File: config.mk
export PLATFORM = sky130hd
export DESIGN_NAME = fps_sequencer
export DESIGN_NICKNAME = d
export VERILOG_FILES = /design/src/fps_sequencer.v /design/src/fps_filter.v
export VERILOG_INCLUDE_DIRS = /design/src /design/src/common
export SDC_FILE = /design/constraint.sdc
export NUM_CORES = 1
export LEC_CHECK = 0
export BUFFER_PORTS_ARGS = -buffer_cell sky130_fd_sc_hd__buf_2
export CELL_PAD_IN_SITES_DETAIL_PLACEMENT = 2
export CELL_PAD_IN_SITES_GLOBAL_PLACEMENT = 2
export CORE_UTILIZATION = 39
export CTS_CLUSTER_DIAMETER = 40
export DETAILED_ROUTE_END_ITERATION = 10
export GPL_TIMING_DRIVEN = 0
export PLACE_DENSITY = 0.9
export SYNTH_ARGS = -nofsm -noshare
export SYNTH_HDL_FRONTEND = slang
export SYNTH_SLANG_ARGS = --single-unit
File: constraint.sdc
create_clock -name ref_clk -period 22.6 [get_ports ref_clk]
set_input_delay 2.26 -clock ref_clk [delete_from_list [all_inputs] [get_ports ref_clk]]
set_output_delay 2.26 -clock ref_clk [all_outputs]
set_load 0.02 [all_outputs]
File: src/common/fps_consts.vh
`ifndef FPS_CONSTS_VH
`define FPS_CONSTS_VH
`define FPS_CLK_MHZ 20
`define FPS_LEB_NS 250
`define FPS_LEB_CYC ((`FPS_LEB_NS * `FPS_CLK_MHZ + 999) / 1000)
`define FPS_SUPPLY_FILT_US 10
`define FPS_SUPPLY_FILT_CYC (`FPS_SUPPLY_FILT_US * `FPS_CLK_MHZ)
`define FPS_EXT_FILT_SLOW_US 55
`define FPS_EXT_FILT_FAST_US 35
`define FPS_EXT_FILT_SLOW_CYC (`FPS_EXT_FILT_SLOW_US * `FPS_CLK_MHZ)
`define FPS_EXT_FILT_FAST_CYC (`FPS_EXT_FILT_FAST_US * `FPS_CLK_MHZ)
`define FPS_LATCH_HI_US 50
`define FPS_LATCH_LO_US 350
`define FPS_LATCH_HI_CYC (`FPS_LATCH_HI_US * `FPS_CLK_MHZ)
`define FPS_LATCH_LO_CYC (`FPS_LATCH_LO_US * `FPS_CLK_MHZ)
`define FPS_OFF_MS 150
`define FPS_OFF_CYC (`FPS_OFF_MS * 1000 * `FPS_CLK_MHZ)
`define FPS_SS_MS 10
`define FPS_SS_CYC (`FPS_SS_MS * 1000 * `FPS_CLK_MHZ)
`define FPS_SS_STEPS 15
`define FPS_FAULT_MS 128
`define FPS_FAULT_CYC (`FPS_FAULT_MS * 1000 * `FPS_CLK_MHZ)
`define FPS_AUTOREC_MS 1000
`define FPS_AUTOREC_CYC (`FPS_AUTOREC_MS * 1000 * `FPS_CLK_MHZ)
`define FPS_PEAK_BITS 3
`define FPS_PEAK_QUIET 2
`define FPS_ST_IDLE 3'h0
`define FPS_ST_SOFT 3'h1
`define FPS_ST_RUN 3'h2
`define FPS_ST_LATCH 3'h3
`define FPS_ST_REC 3'h4
`define FPS_ST_STOP 3'h5
`endif

File: src/fps_sequencer.v
// Operation
// On each start, step setpoint zero to limit in 15 steps over soft-start.
// During soft-start either soft-start or feedback comparator ends on-time.
// Ignore current-sense comparator for 250 ns after each on-time start.
// Drive off at feedback/5 trip; limit comparator caps at 0.7 V.
// Sense at 1.5 times limit enters protection at once.
// Setpoint at limit runs fault timer; timeout latches or autorecovers.
// Fault timer clears when setpoint falls back below limit early.
// Maximum on-time termination also runs the fault timer.
// Supply under turn-off level 10 us enters same recoverable latch.
// External latch request or supply overvoltage latches off, no autorecovery.
// Thermal shutdown 10 us stops switching and start-up source.
// Feedback below off level 150 ms stops, internal supply off.
// Autorecovery resumes if fault gone, else another burst.
// Switching only while latch pin lies inside its window.
// Latch pin crossings shorter than 50/350 us are blanked.
// Latched-off clears only on brown-out or supply reset.
// Latch pin ignored until turn-on; low side only after soft-start.
// Boosted thermistor bias only during soft-start.
// Sawtooth slope subtracted from scaled feedback setpoint, per variant.
// Overpower compensation only while feedback above enable level.
// 3 bit peak conversion sampled and reset on unplug detector events.
// Peak sample valid only after two quiet sample clocks.
// Synchronize all comparator inputs before use.
`timescale 1ns/1ns
`include "fps_consts.vh"
module fps_sequencer #(
    parameter AUTORECOVER = 0,
    parameter FAST_VARIANT = 0,
    parameter SS_CYCLES = `FPS_SS_CYC,
    parameter FAULT_CYCLES = `FPS_FAULT_CYC,
    parameter AUTOREC_CYCLES = `FPS_AUTOREC_CYC,
    parameter OFF_CYCLES = `FPS_OFF_CYC,
    parameter LATCH_LO_CYCLES = `FPS_LATCH_LO_CYC
) (
    input wire ref_clk,
    input wire sys_rst,
    input wire osc_pulse,
    input wire supply_on,
    input wire supply_under_off,
    input wire supply_reset,
    input wire supply_over,
    input wire line_ok,
    input wire thermal_shutdown,
    input wire feedback_trip,
    input wire soft_start_trip,
    input wire limit_trip,
    input wire winding_short_trip,
    input wire max_on_time,
    input wire external_latch,
    input wire feedback_below_off,
    input wire feedback_above_on,
    input wire feedback_above_opc,
    input wire latch_pin_high,
    input wire latch_pin_low,
    input wire [2:0] peak_code,
    input wire peak_sample_evt,
    input wire line_edge,
    input wire line_fall,
    output reg gate_drive_output,
    output reg [3:0] setpoint_step,
    output reg slope_enable,
    output reg slope_fast,
    output reg boosted_thermistor_bias,
    output reg opc_enable,
    output reg [2:0] peak_value,
    output reg peak_valid,
    output reg peak_reset,
    output reg startup_source_en,
    output reg internal_supply_en,
    output reg latched_off,
    output reg fault_active
);
    localparam CW = 32;
    localparam [CW-1:0] SS_STEP_CYC = SS_CYCLES / `FPS_SS_STEPS;
    localparam [CW-1:0] LEB_CYC = `FPS_LEB_CYC;
    localparam [CW-1:0] SUP_CYC = `FPS_SUPPLY_FILT_CYC;
    localparam [CW-1:0] EXT_CYC = FAST_VARIANT ? `FPS_EXT_FILT_FAST_CYC :
        `FPS_EXT_FILT_SLOW_CYC;
    localparam [CW-1:0] HI_CYC = `FPS_LATCH_HI_CYC;
    localparam integer STEPS = `FPS_SS_STEPS;
    localparam [3:0] STEP_MAX = STEPS[3:0];

    // Two-stage synchronisers; only stage two is read
    localparam NS = 19;
    wire [NS-1:0] raw_in = {supply_on, supply_under_off, supply_reset,
        supply_over, line_ok, thermal_shutdown, feedback_trip,
        soft_start_trip, limit_trip, winding_short_trip, max_on_time,
        external_latch, feedback_below_off, feedback_above_on,
        feedback_above_opc, latch_pin_high, latch_pin_low, line_edge,
        line_fall};
    reg [NS-1:0] sync_a;
    reg [NS-1:0] sync_b;
    always @(posedge ref_clk) begin
        if (sys_rst) begin
            sync_a <= {NS{1'b0}};
            sync_b <= {NS{1'b0}};
        end else begin
            sync_a <= raw_in;
            sync_b <= sync_a;
        end
    end
    wire s_on = sync_b[18];
    wire s_uvlo = sync_b[17];
    wire s_vrst = sync_b[16];
    wire s_ovp = sync_b[15];
    wire s_line = sync_b[14];
    wire s_tsd = sync_b[13];
    wire s_fb = sync_b[12];
    wire s_ss = sync_b[11];
    wire s_lim = sync_b[10];
    wire s_short = sync_b[9];
    wire s_maxon = sync_b[8];
    wire s_ext = sync_b[7];
    wire s_fboff = sync_b[6];
    wire s_fbon = sync_b[5];
    wire s_opc = sync_b[4];
    wire s_lhi = sync_b[3];
    wire s_llo = sync_b[2];
    wire s_ledge = sync_b[1];
    wire s_lfall = sync_b[0];

    reg [2:0] state;
    reg [2:0] next_state;
    reg [CW-1:0] ss_cnt;
    reg [CW-1:0] fault_cnt;
    reg [CW-1:0] rec_cnt;
    reg [CW-1:0] leb_cnt;
    reg hard_latch;
    reg fault_run;

    // Brown-out or supply reset is the only path out of the hard latch; the recovery state also leaves on its timer
    wire release_all = !s_line || s_vrst;
    wire running = (state == `FPS_ST_SOFT) || (state == `FPS_ST_RUN);
    wire soft_done = (state == `FPS_ST_RUN);

    wire uv_done, ov_done, tsd_done, ext_done, off_done, hi_done, lo_done;
    fps_filter #(.WIDTH(CW)) u_uv (.ref_clk(ref_clk), .sys_rst(sys_rst),
        .clear(!running), .level(s_uvlo), .limit(SUP_CYC),
        .done(uv_done));
    fps_filter #(.WIDTH(CW)) u_ov (.ref_clk(ref_clk), .sys_rst(sys_rst),
        .clear(1'b0), .level(s_ovp), .limit(SUP_CYC),
        .done(ov_done));
    fps_filter #(.WIDTH(CW)) u_tsd (.ref_clk(ref_clk), .sys_rst(sys_rst),
        .clear(1'b0), .level(s_tsd), .limit(SUP_CYC),
        .done(tsd_done));
    fps_filter #(.WIDTH(CW)) u_ext (.ref_clk(ref_clk), .sys_rst(sys_rst),
        .clear(1'b0), .level(s_ext), .limit(EXT_CYC),
        .done(ext_done));
    fps_filter #(.WIDTH(CW)) u_off (.ref_clk(ref_clk), .sys_rst(sys_rst),
        .clear(!running), .level(s_fboff), .limit(OFF_CYCLES),
        .done(off_done));
    // High side is watched from turn-on, low side only after soft-start
    fps_filter #(.WIDTH(CW)) u_lhi (.ref_clk(ref_clk), .sys_rst(sys_rst),
        .clear(!s_on && !running), .level(s_lhi), .limit(HI_CYC),
        .done(hi_done));
    fps_filter #(.WIDTH(CW)) u_llo (.ref_clk(ref_clk), .sys_rst(sys_rst),
        .clear(!soft_done), .level(s_llo), .limit(LATCH_LO_CYCLES),
        .done(lo_done));

    wire hard_trip = ext_done || ov_done || hi_done || lo_done;
    wire fault_out = (fault_cnt >= FAULT_CYCLES - 1) && fault_run;
    wire soft_trip = s_short || uv_done || fault_out;
    wire can_start = s_on && s_line && !s_tsd && !hard_latch && !s_lhi;

    always @* begin
        next_state = state;
        case (state)
            `FPS_ST_IDLE: begin
                if (can_start)
                    next_state = `FPS_ST_SOFT;
            end
            `FPS_ST_SOFT, `FPS_ST_RUN: begin
                if (hard_trip || soft_trip)
                    next_state = (AUTORECOVER && !hard_trip) ?
                        `FPS_ST_REC : `FPS_ST_LATCH;
                else if (tsd_done || off_done || !s_line)
                    next_state = `FPS_ST_STOP;
                else if (state == `FPS_ST_SOFT &&
                         ss_cnt >= SS_CYCLES - 1)
                    next_state = `FPS_ST_RUN;
            end
            `FPS_ST_LATCH: begin
                if (release_all)
                    next_state = `FPS_ST_STOP;
            end
            `FPS_ST_REC: begin
                if (release_all)
                    next_state = `FPS_ST_STOP;
                else if (rec_cnt >= AUTOREC_CYCLES - 1)
                    next_state = `FPS_ST_IDLE;
            end
            `FPS_ST_STOP: begin
                if (s_on && s_line && !s_tsd && !s_fboff &&
                    (s_fbon || !off_done))
                    next_state = `FPS_ST_IDLE;
            end
            default: next_state = `FPS_ST_IDLE;
        endcase
    end

    // Pulse terminates on the feedback or limit comparator, on the soft-start comparator during soft-start only, or on maximum on-time
    wire cs_seen = leb_cnt >= LEB_CYC;
    wire end_on = cs_seen && (s_fb || s_lim ||
        (state == `FPS_ST_SOFT && s_ss));
    wire at_limit = s_lim || (state == `FPS_ST_SOFT &&
        setpoint_step == STEP_MAX && !s_fb);

    always @(posedge ref_clk) begin
        if (sys_rst) begin
            state <= `FPS_ST_IDLE;
            ss_cnt <= {CW{1'b0}};
            fault_cnt <= {CW{1'b0}};
            rec_cnt <= {CW{1'b0}};
            leb_cnt <= {CW{1'b0}};
            fault_run <= 1'b0;
            hard_latch <= 1'b0;
            gate_drive_output <= 1'b0;
            setpoint_step <= 4'h0;
        end else begin
            state <= next_state;
            if (hard_trip && running)
                hard_latch <= 1'b1;
            else if (release_all)
                hard_latch <= 1'b0;
            if (next_state == `FPS_ST_SOFT && state != `FPS_ST_SOFT) begin
                ss_cnt <= {CW{1'b0}};
                setpoint_step <= 4'h0;
            end else if (state == `FPS_ST_SOFT) begin
                ss_cnt <= ss_cnt + 1'b1;
                if (ss_cnt != 0 && ss_cnt % SS_STEP_CYC == 0 &&
                    setpoint_step < STEP_MAX)
                    setpoint_step <= setpoint_step + 1'b1;
            end else if (state == `FPS_ST_RUN) begin
                setpoint_step <= STEP_MAX;
            end else begin
                setpoint_step <= 4'h0;
            end
            // Count first so that a clear below takes priority
            if (running && fault_run)
                fault_cnt <= fault_cnt + 1'b1;
            if (!running) begin
                fault_run <= 1'b0;
                fault_cnt <= {CW{1'b0}};
            end else if (gate_drive_output && s_maxon && !end_on) begin
                fault_run <= 1'b1;
            end else if (at_limit) begin
                fault_run <= 1'b1;
            end else if (gate_drive_output && end_on && !fault_out) begin
                fault_run <= 1'b0;
                fault_cnt <= {CW{1'b0}};
            end
            if (state == `FPS_ST_REC)
                rec_cnt <= rec_cnt + 1'b1;
            else
                rec_cnt <= {CW{1'b0}};
            // Oscillator starts each period; pulses only while running
            if (!running || next_state != state && !(state == `FPS_ST_SOFT
                && next_state == `FPS_ST_RUN)) begin
                gate_drive_output <= 1'b0;
                leb_cnt <= {CW{1'b0}};
            end else if (gate_drive_output) begin
                if (end_on || s_maxon)
                    gate_drive_output <= 1'b0;
                if (leb_cnt < LEB_CYC)
                    leb_cnt <= leb_cnt + 1'b1;
            end else if (osc_pulse) begin
                gate_drive_output <= 1'b1;
                leb_cnt <= {CW{1'b0}};
            end
        end
    end

    // Peak detector: sample then reset on detector events
    reg [1:0] quiet_cnt;
    always @(posedge ref_clk) begin
        if (sys_rst) begin
            peak_value <= 3'h0;
            peak_valid <= 1'b0;
            peak_reset <= 1'b0;
            quiet_cnt <= 2'h0;
            slope_enable <= 1'b0;
            slope_fast <= 1'b0;
            boosted_thermistor_bias <= 1'b0;
            opc_enable <= 1'b0;
            startup_source_en <= 1'b1;
            internal_supply_en <= 1'b1;
            latched_off <= 1'b0;
            fault_active <= 1'b0;
        end else begin
            peak_reset <= peak_sample_evt;
            if (s_ledge || s_lfall) begin
                quiet_cnt <= 2'h0;
                peak_valid <= 1'b0;
            end else if (peak_sample_evt) begin
                if (quiet_cnt >= `FPS_PEAK_QUIET - 1) begin
                    peak_value <= peak_code;
                    peak_valid <= 1'b1;
                end
                if (quiet_cnt < `FPS_PEAK_QUIET - 1)
                    quiet_cnt <= quiet_cnt + 1'b1;
            end
            slope_enable <= gate_drive_output;
            slope_fast <= (FAST_VARIANT != 0);
            boosted_thermistor_bias <= (state == `FPS_ST_SOFT);
            opc_enable <= running && s_opc;
            if (tsd_done)
                startup_source_en <= 1'b0;
            // Re-armed in any stopped state, so an idle trip cannot stick
            else if (!s_tsd && !running)
                startup_source_en <= 1'b1;
            if (off_done)
                internal_supply_en <= 1'b0;
            else if (state == `FPS_ST_IDLE)
                internal_supply_en <= 1'b1;
            latched_off <= (state == `FPS_ST_LATCH) || hard_latch;
            fault_active <= fault_run;
        end
    end
endmodule

File: src/fps_filter.v
`timescale 1ns/1ns
`include "fps_consts.vh"
module fps_filter #(
    parameter WIDTH = 24
) (
    input wire ref_clk,
    input wire sys_rst,
    input wire clear,
    input wire level,
    input wire [WIDTH-1:0] limit,
    output reg done
);
    reg [WIDTH-1:0] count;
    always @(posedge ref_clk) begin
        if (sys_rst || clear || !level) begin
            count <= {WIDTH{1'b0}};
            done <= 1'b0;
        end else if (count >= limit - 1'b1) begin
            done <= 1'b1;
        end else begin
            count <= count + 1'b1;
        end
    end
endmodule

==> impl_metrics.toml, run 1 <==
[status]
status = "stopped before the end"
failed_stage = "global routing"
firstError = "[ERROR GRT-0232] Routing congestion too high. Check the congestion heatmap in the GUI."

[yosys]
ys_top_cells_by_area = "dfxtp_1 29%, nor2_1 5.8%, xnor2_1 5.5%, xor2_1 4.1%, nand2_1 4.1%"
synth_edf_count = 0
synth_top_family_by_area = "simple AND/OR/NAND/NOR gates"
synth-xor-area-share_pct = 9.89
yosysSeqAreaShare_pct = 29.1
yosysWarnings = 0
synth-simple-area-share_pct = 29.5
avgSynthCellArea_um2 = 7.82
yosysTopAreaCell = "dfxtp_1"
yosys_register_bits = 421
ys_types = 148
yosysTopAreaCellShare_pct = 29.1
ys.flop_type = "dfxtp_1"
mappedNetlistArea_um2 = 29000
muxShareOfSynthArea_pct = 2.91
synthAdderAreaFrac_pct = 1.11
synth-compound-area-share_pct = 23.8
synthesis.nets = 3756
async_flop_share_pct = 0
synthCells = 3710

[grt]
grt-ovfl-total = 36
grt_usage_pct = 66.3
grt_max_degree = 16

[die]
dieWidth_um = 275
pin_count = 44
floorplan.initialDensity_pct = 39.6
fp.dieH_um = 275
rows = 99

[clocking]
clock_path_buffers = 3
cts_root_buf = "clkbuf_16"
cts_buffers = 55
hold_buffers = 0
htree_levels = 2
cts.sinks = 421

[placement]
dp_hpwl_um = 86600
io_buffers = 42
globalplace.congestion = 0.869
stage by stage:
step	hold WS, ns	utilization, %	worst slack [ns]	instance area, um^2	cells
floorplan	0.406	-	1.92	29000	3710
global placement	0.423	41.5	-3.80	30400	4711
detailed placement	0.446	41.5	-4.91	30400	4711
CTS	0.463	48.4	0.0111	35500	4945
synthesized netlist by cell type (55+ instances only):
cell,n
dfxtp_1,421
nor3_1,81
a21oi_1,187
nor2_1,451
nor2b_1,72
xnor2_1,181
and3_1,100
inv_1,64
o21ai_0,133
xor2_1,136
mux2i_1,55
clkbuf_1,114
nand4_1,71
and2_1,172
nor4_1,67
nand2_1,317
nand3_1,137
logic make-up after synthesis:
kind of cell,count (synthesis)
simple gates,1675
compound gates,935
flops,421
xor+xnor,322
buf+inv,250
mux,79
fa+ha+maj,27
other cells,1
metal layers:
metal	overflow	global-route usage (%)
met5	0	26.9
met4	13	66.7
met3	7	47.9
met1	0	64.8
met2	16	86.1
what timing repair did:
| action | CTS |
|---|---|
| setup buffers | 141 |
| endpoints found under the setup margin | 4 |
| pin swaps | 102 |
| resized for setup | 401 |
==> run 2: changes to the inputs <==
--- a/config.mk
+++ b/config.mk
@@ -7,13 +7,10 @@
 export NUM_CORES = 1
 export LEC_CHECK = 0
 export BUFFER_PORTS_ARGS = -buffer_cell sky130_fd_sc_hd__buf_2
-export CELL_PAD_IN_SITES_DETAIL_PLACEMENT = 2
-export CELL_PAD_IN_SITES_GLOBAL_PLACEMENT = 2
-export CORE_UTILIZATION = 39
-export CTS_CLUSTER_DIAMETER = 40
+export CORE_UTILIZATION = 40
 export DETAILED_ROUTE_END_ITERATION = 10
 export GPL_TIMING_DRIVEN = 0
-export PLACE_DENSITY = 0.9
+export PLACE_DENSITY_LB_ADDON = 0.15
 export SYNTH_ARGS = -nofsm -noshare
 export SYNTH_HDL_FRONTEND = slang
 export SYNTH_SLANG_ARGS = --single-unit
==> run 2 against run 1 <==
Net effect:
- the flow now finishes without violations
- area after synthesis unchanged
- synthesized cell count unchanged
==> impl_metrics.toml, run 2 <==
[status]
status = "finished clean"

[routing]
dr.pass1.iters = 5
via_per_inst = 5.64
drt_iter0_drc = 1744
drt.antenna.violating_nets = 0
routed_wl_um = 79800
wl_per_cell_um = 16.3
vias = 27600
route.detailed.drc = 0

[yosys]
synth-xor-area-share_pct = 9.89
yosysSeqAreaShare_pct = 29.1
yosysTopAreaCell = "dfxtp_1"
yosysMostFrequentCell = "nor2_1"
async_flop_share_pct = 0
muxShareOfSynthArea_pct = 2.91
yosys_register_bits = 421
ys_top_cells_by_area = "dfxtp_1 29%, nor2_1 5.8%, xnor2_1 5.5%, xor2_1 4.1%, nand2_1 4.1%"
mappedNetlistArea_um2 = 29000
netlist_top_cells_count = "451 x nor2_1, 421 x dfxtp_1, 317 x nand2_1"
synth-compound-area-share_pct = 23.8
ys_types = 148
synthCells = 3710
yosysTopAreaCellShare_pct = 29.1
yosysWarnings = 0
ys.flop_type = "dfxtp_1"
synth-simple-area-share_pct = 29.5
synthesis.nets = 3756
synthAdderAreaFrac_pct = 1.11
synth_top_family_by_area = "simple AND/OR/NAND/NOR gates"
synth_edf_count = 0
avgSynthCellArea_um2 = 7.82

[setup_path]
cp-end-kind = "register"
start_kind = "register"
crit_start = "ss_cnt[24]"
cp.required_ns = 23.12
crit_type = "reg -> reg"
cp_max_fo = 10
cpPeakStageDelay_ns = 0.58
crit_end = "setpoint_step[1]"
worstRegToRegCells = 101
rrSetupSlack_ns = 0.83
cp.arrival_ns = 22.29
reg2reg_from = "ss_cnt[24]"
crit_slowest_cell = "or4_4"
r2r-end = "setpoint_step[1]"
cpMostUsedCell = "buf_4"

[placement]
dpl_cell_area_um2 = 30400
globalplace.congestion = 0.886
dp_hpwl_um = 58700
pre_cts_slack_ns = -3.36
io_buffers = 42

[die]
floorplan.initialDensity_pct = 40.5
rows = 98
fp.dieH_um = 271
dieArea_um2 = 73600
pin_count = 44
core_area_um2 = 71600
dieWidth_um = 271

[grt]
grt_pass1_vias = 25400
antenna_found_initial = 1
grt-ovfl-total = 0
grt_usage_pct = 20.6
grt_max_degree = 15
grt_pass1_wl_um = 130000

[power_and_ir_drop]
seqPwrFrac_pct = 48.0
clkPwrFrac_pct = 49.6
power_density_nw_per_um2 = 45.1
ir_drop_mv = 0.0582
netSwitchingPower_mw = 0.330
switching_share_pct = 21.1
internal_power_mw = 1.23
fin_total_pwr_mw = 1.56
leakage_nw = 12.9
p_comb_share_pct = 2.5

[clocking]
clock_latency_ns = 0.58
clock_path_buffers = 3
cts_root_buf = "clkbuf_16"
clk_pin_slew_ns = 0.06
cts_tree = "yes"
htree_levels = 2
cts_buffers = 44
cts.sinks = 421

[sta]
finalSetupViolCount = 0
hold_viol_final = 0
hold_slack_ns = 0.427
period_minus_slack_ns = 21.77
fin_ws_ns = 0.831
drv_slew = 0
slew_headroom_pct = 24.2
fmax_ghz = 0.0459
post-route-period-util_pct = 96.3
worst_pin_slew_ns = 1.13
finalClockSkew_ns = 0.0272

[layout]
final_common_cell = "nor2_1"
fin_nets = 3962
fin_util_pct = 48.4
antenna_cells = 0
area_growth_pct = 19.6
final_cell_mix = "447 x nor2_1, 419 x dfxtp_1, 312 x nand2_1, 170 x a21oi_1, 168 x and2_1"
design_area_um2 = 34700
drive_gt1_share_pct = 16.9
fill_cells = 7174

[flow_run]
drv_cap = 0

[hold_path]
hp-class = "reg -> reg"
[run 2: cells by family (layout without fill, tap and decap cells)]
family,count (synthesis),after routing
other,1,1
adder cells (fa/ha/maj),27,27
XOR/XNOR,322,322
AO/OA/AOI/OAI,935,935
flip-flops,421,421
AND/OR/NAND/NOR,1675,1675
buffers and inverters,250,491
multiplexers,79,79
[run 2: worst max-delay path, delay by kind of cell (launching register included)]
family / cells / cell delay [ns]
XOR/XNOR: 2 / 0.29
AO/OA/AOI/OAI: 43 / 10.24
AND/OR/NAND/NOR: 24 / 5.41
buffers and inverters: 27 / 4.33
multiplexers: 4 / 0.91
adder cells (fa/ha/maj): 1 / 0.21
flip-flops: 1 / 0.30
[run 2: metal layers]
| metal | up-vias | track usage [%] | part of all wire (%) |
|---|---|---|---|
| li1 | 13900 | - | - |
| met1 | 13100 | 28.6 | 48 |
| met2 | 536 | 34.6 | 47 |
| met3 | 85 | 2.23 | 3.6 |
| met4 | 2 | 3.93 | 1.3 |
| met5 | - | 0 | 0.014 |
[run 2: worst min-delay path by stage]
stage              start          to  slack, ns  cells after the start
6_report       sync_b[4]  opc_enable       0.43                      1
5_1_grt        sync_b[4]  opc_enable       0.44                      1
4_1_cts        sync_b[4]  opc_enable       0.43                      1
3_5_place_dp   sync_b[4]  opc_enable       0.42                      1
3_3_place_gp   sync_a[0]   sync_b[0]       0.41                      1
2_1_floorplan  sync_b[4]  opc_enable       0.41                      1
[run 2: final cells by class]
type	instances	area, um^2	area share, %
plain buffers	175	873	2.52
clock buffers	57	1210	3.49
clock inverters	24	377	1.09
inverters	68	255	0.736
multi-input cells	3039	21200	61.1
flip-flops and latches	421	8430	24.3
well taps	950	1190	3.43
repair buffers	167	1150	3.31
[run 2: repair_timing]
item | in CTS | in global routing
pin swaps | 28 | 82
setup buffers | 43 | 82
resized for setup | 116 | 231
endpoints found under the setup margin | 4 | 4
hold buffers | 0 | 0
[run 2: metrics by stage]
step                      setup TNS, ns  cells
after CTS                             0   4825
final                                 0   4901
after floorplan                       0   3710
after detailed placement         -13.28   4702
after global placement           -13.39   4702
after global routing             -0.849   4901
[run 2: power by group through the flow]
stage               Combinational, mW  Clock, mW  Sequential, mW
global route                   0.0437      0.829           0.750
global placement               0.0379          0           0.767
floorplan                      0.0227          0           0.767
CTS                            0.0394      0.796           0.750
detailed placement             0.0380          0           0.767
finish                         0.0390      0.775           0.750
(Power assumes the default switching activity.)
==> run 3: changes to the inputs <==
--- a/config.mk
+++ b/config.mk
@@ -7,6 +7,7 @@
 export NUM_CORES = 1
 export LEC_CHECK = 0
 export BUFFER_PORTS_ARGS = -buffer_cell sky130_fd_sc_hd__buf_2
+export CORE_ASPECT_RATIO = 1.4
 export CORE_UTILIZATION = 40
 export DETAILED_ROUTE_END_ITERATION = 10
 export GPL_TIMING_DRIVEN = 0
@@ -14,3 +15,4 @@
 export SYNTH_ARGS = -nofsm -noshare
 export SYNTH_HDL_FRONTEND = slang
 export SYNTH_SLANG_ARGS = --single-unit
+export TNS_END_PERCENT = 20
==> run 3 against run 2 <==
Net effect:
- critical endpoint unchanged
- maximum frequency is 1.4% lower
- register-to-register slack got worse by 0.30 ns
- final area is 2.5% higher
==> impl_metrics.toml, run 3 (synthesized netlist as in run 2, its figures left out) <==
[die]
floorplan.initialDensity_pct = 40.5
core_area_um2 = 71600
dieArea_um2 = 73600
pin_count = 44
fp.dieH_um = 321
rows = 116
dieWidth_um = 230

[routing]
drt_iter0_drc = 1612
via_per_inst = 5.78
drt.antenna.violating_nets = 0
dr.pass1.iters = 6
routed_wl_um = 86600
vias = 28500
route.detailed.drc = 0
wl_per_cell_um = 17.6

[sta]
period_minus_slack_ns = 22.07
hold_viol_final = 0
finalClockSkew_ns = 0.0171
finalSetupViolCount = 0
fmax_ghz = 0.0453
slew_headroom_pct = 24.3
worst_pin_slew_ns = 1.13
hold_slack_ns = 0.419
drv_slew = 0
post-route-period-util_pct = 97.7

[placement]
dp_hpwl_um = 63600
globalplace.congestion = 0.901
io_buffers = 42
dp.cells = 4696

[hold_path]
hp-class = "reg -> reg"

[status]
status = "finished clean"

[clocking]
cts_tree = "yes"
cts.sinks = 421
clock_path_buffers = 3
cts_root_buf = "clkbuf_16"
htree_levels = 2
clk_pin_slew_ns = 0.06
clock_latency_ns = 0.57
cts_buffers = 45

[grt]
grt_pass1_wl_um = 139000
antenna_found_initial = 1
grt_usage_pct = 22.6
grt-ovfl-total = 0
grt_max_degree = 15
grt_pass1_vias = 27000

[flow_run]
drv_cap = 0

[setup_path]
start_kind = "register"
crit_type = "reg -> reg"
cpPeakStageDelay_ns = 0.84
cp.required_ns = 23.06
cp.arrival_ns = 22.53
cp-end-kind = "register"
cp_max_fo = 10
crit_slowest_cell = "a211oi_1"

[layout]
drive_gt1_share_pct = 19.4
instances_no_fill = 4926
area_growth_pct = 22.6
final_common_cell = "nor2_1"
fin_nets = 3991
final_cell_mix = "444 x nor2_1, 418 x dfxtp_1, 308 x nand2_1, 167 x and2_1, 166 x a21oi_1"

[power_and_ir_drop]
ir_drop_mv = 0.0568
power_density_nw_per_um2 = 45.2
leakage_nw = 13.3
-- run 3: critical path, delay by kind of cell, from the launching register on --
kind / cells / cell delay, ns
and+or+nand+nor: 22 / 5.43
AOI/OAI and AO/OA: 42 / 10.70
buffers and inverters: 22 / 3.47
adders and majority gates: 1 / 0.14
xor gates and xnor gates: 3 / 0.48
muxes: 5 / 1.38
DFF: 1 / 0.30
-- run 3: through the flow --
stage	area (um^2)	worst slack (ns)	total power, mW	utilization (%)	TNS (ns)
finish	35600	0.531	1.61	49.7	0
global route	35600	-0.278	1.66	49.7	-0.901
CTS	33600	0.00584	1.63	46.9	0
detailed placement	30400	-4.44	0.805	42.5	-17.60
global placement	30400	-4.57	0.805	42.5	-18.17
floorplan	29000	1.92	0.790	-	0
-- run 3: report_power, final --
group / internal, mW / switching (mW)
clock: 0.507 / 0.310
combinational: 0.0127 / 0.0265
sequential: 0.747 / 0.00343
-- run 3: path summary, 6_finish.rpt --
check	endpoint	slack, ns	from	cells past startpoint
worst min register to register	opc_enable	0.42	sync_b[4]	1
worst min-delay path	opc_enable	0.42	sync_b[4]	1
worst max register to register	setpoint_step[1]	0.53	ss_cnt[24]	95
worst max-delay path	setpoint_step[1]	0.53	ss_cnt[24]	95
-- run 3: per-layer routing --
metal | track usage, % | vias up | routed length [um]
met4 | 9.91 | 2 | 3770
met5 | 0 | - | 9
met3 | 2.80 | 246 | 3590
li1 | - | 14000 | -
met1 | 26.9 | 13500 | 36200
met2 | 40.4 | 687 | 43000
-- run 3: layout make-up --
| class | instances | area [um^2] |
|---|---|---|
| Fill cell | 6978 | 36000 |
| Multi-Input combinational cell | 3040 | 21700 |
| Sequential cell | 421 | 8430 |
| Timing Repair Buffer | 197 | 1450 |
| Clock buffer | 58 | 1290 |
| Tap cell | 944 | 1180 |
| Buffer | 172 | 876 |
| Clock inverter | 25 | 377 |
| Inverter | 68 | 255 |
| Antenna cell | 1 | 2.50 |
-- run 3: timing repair --
item | in CTS | in global routing
gates resized for setup | 192 | 254
gates cloned | 0 | 1
setup buffers | 66 | 88
setup endpoints to repair | 4 | 4
pin swaps | 55 | 93
hold buffers | 0 | 0
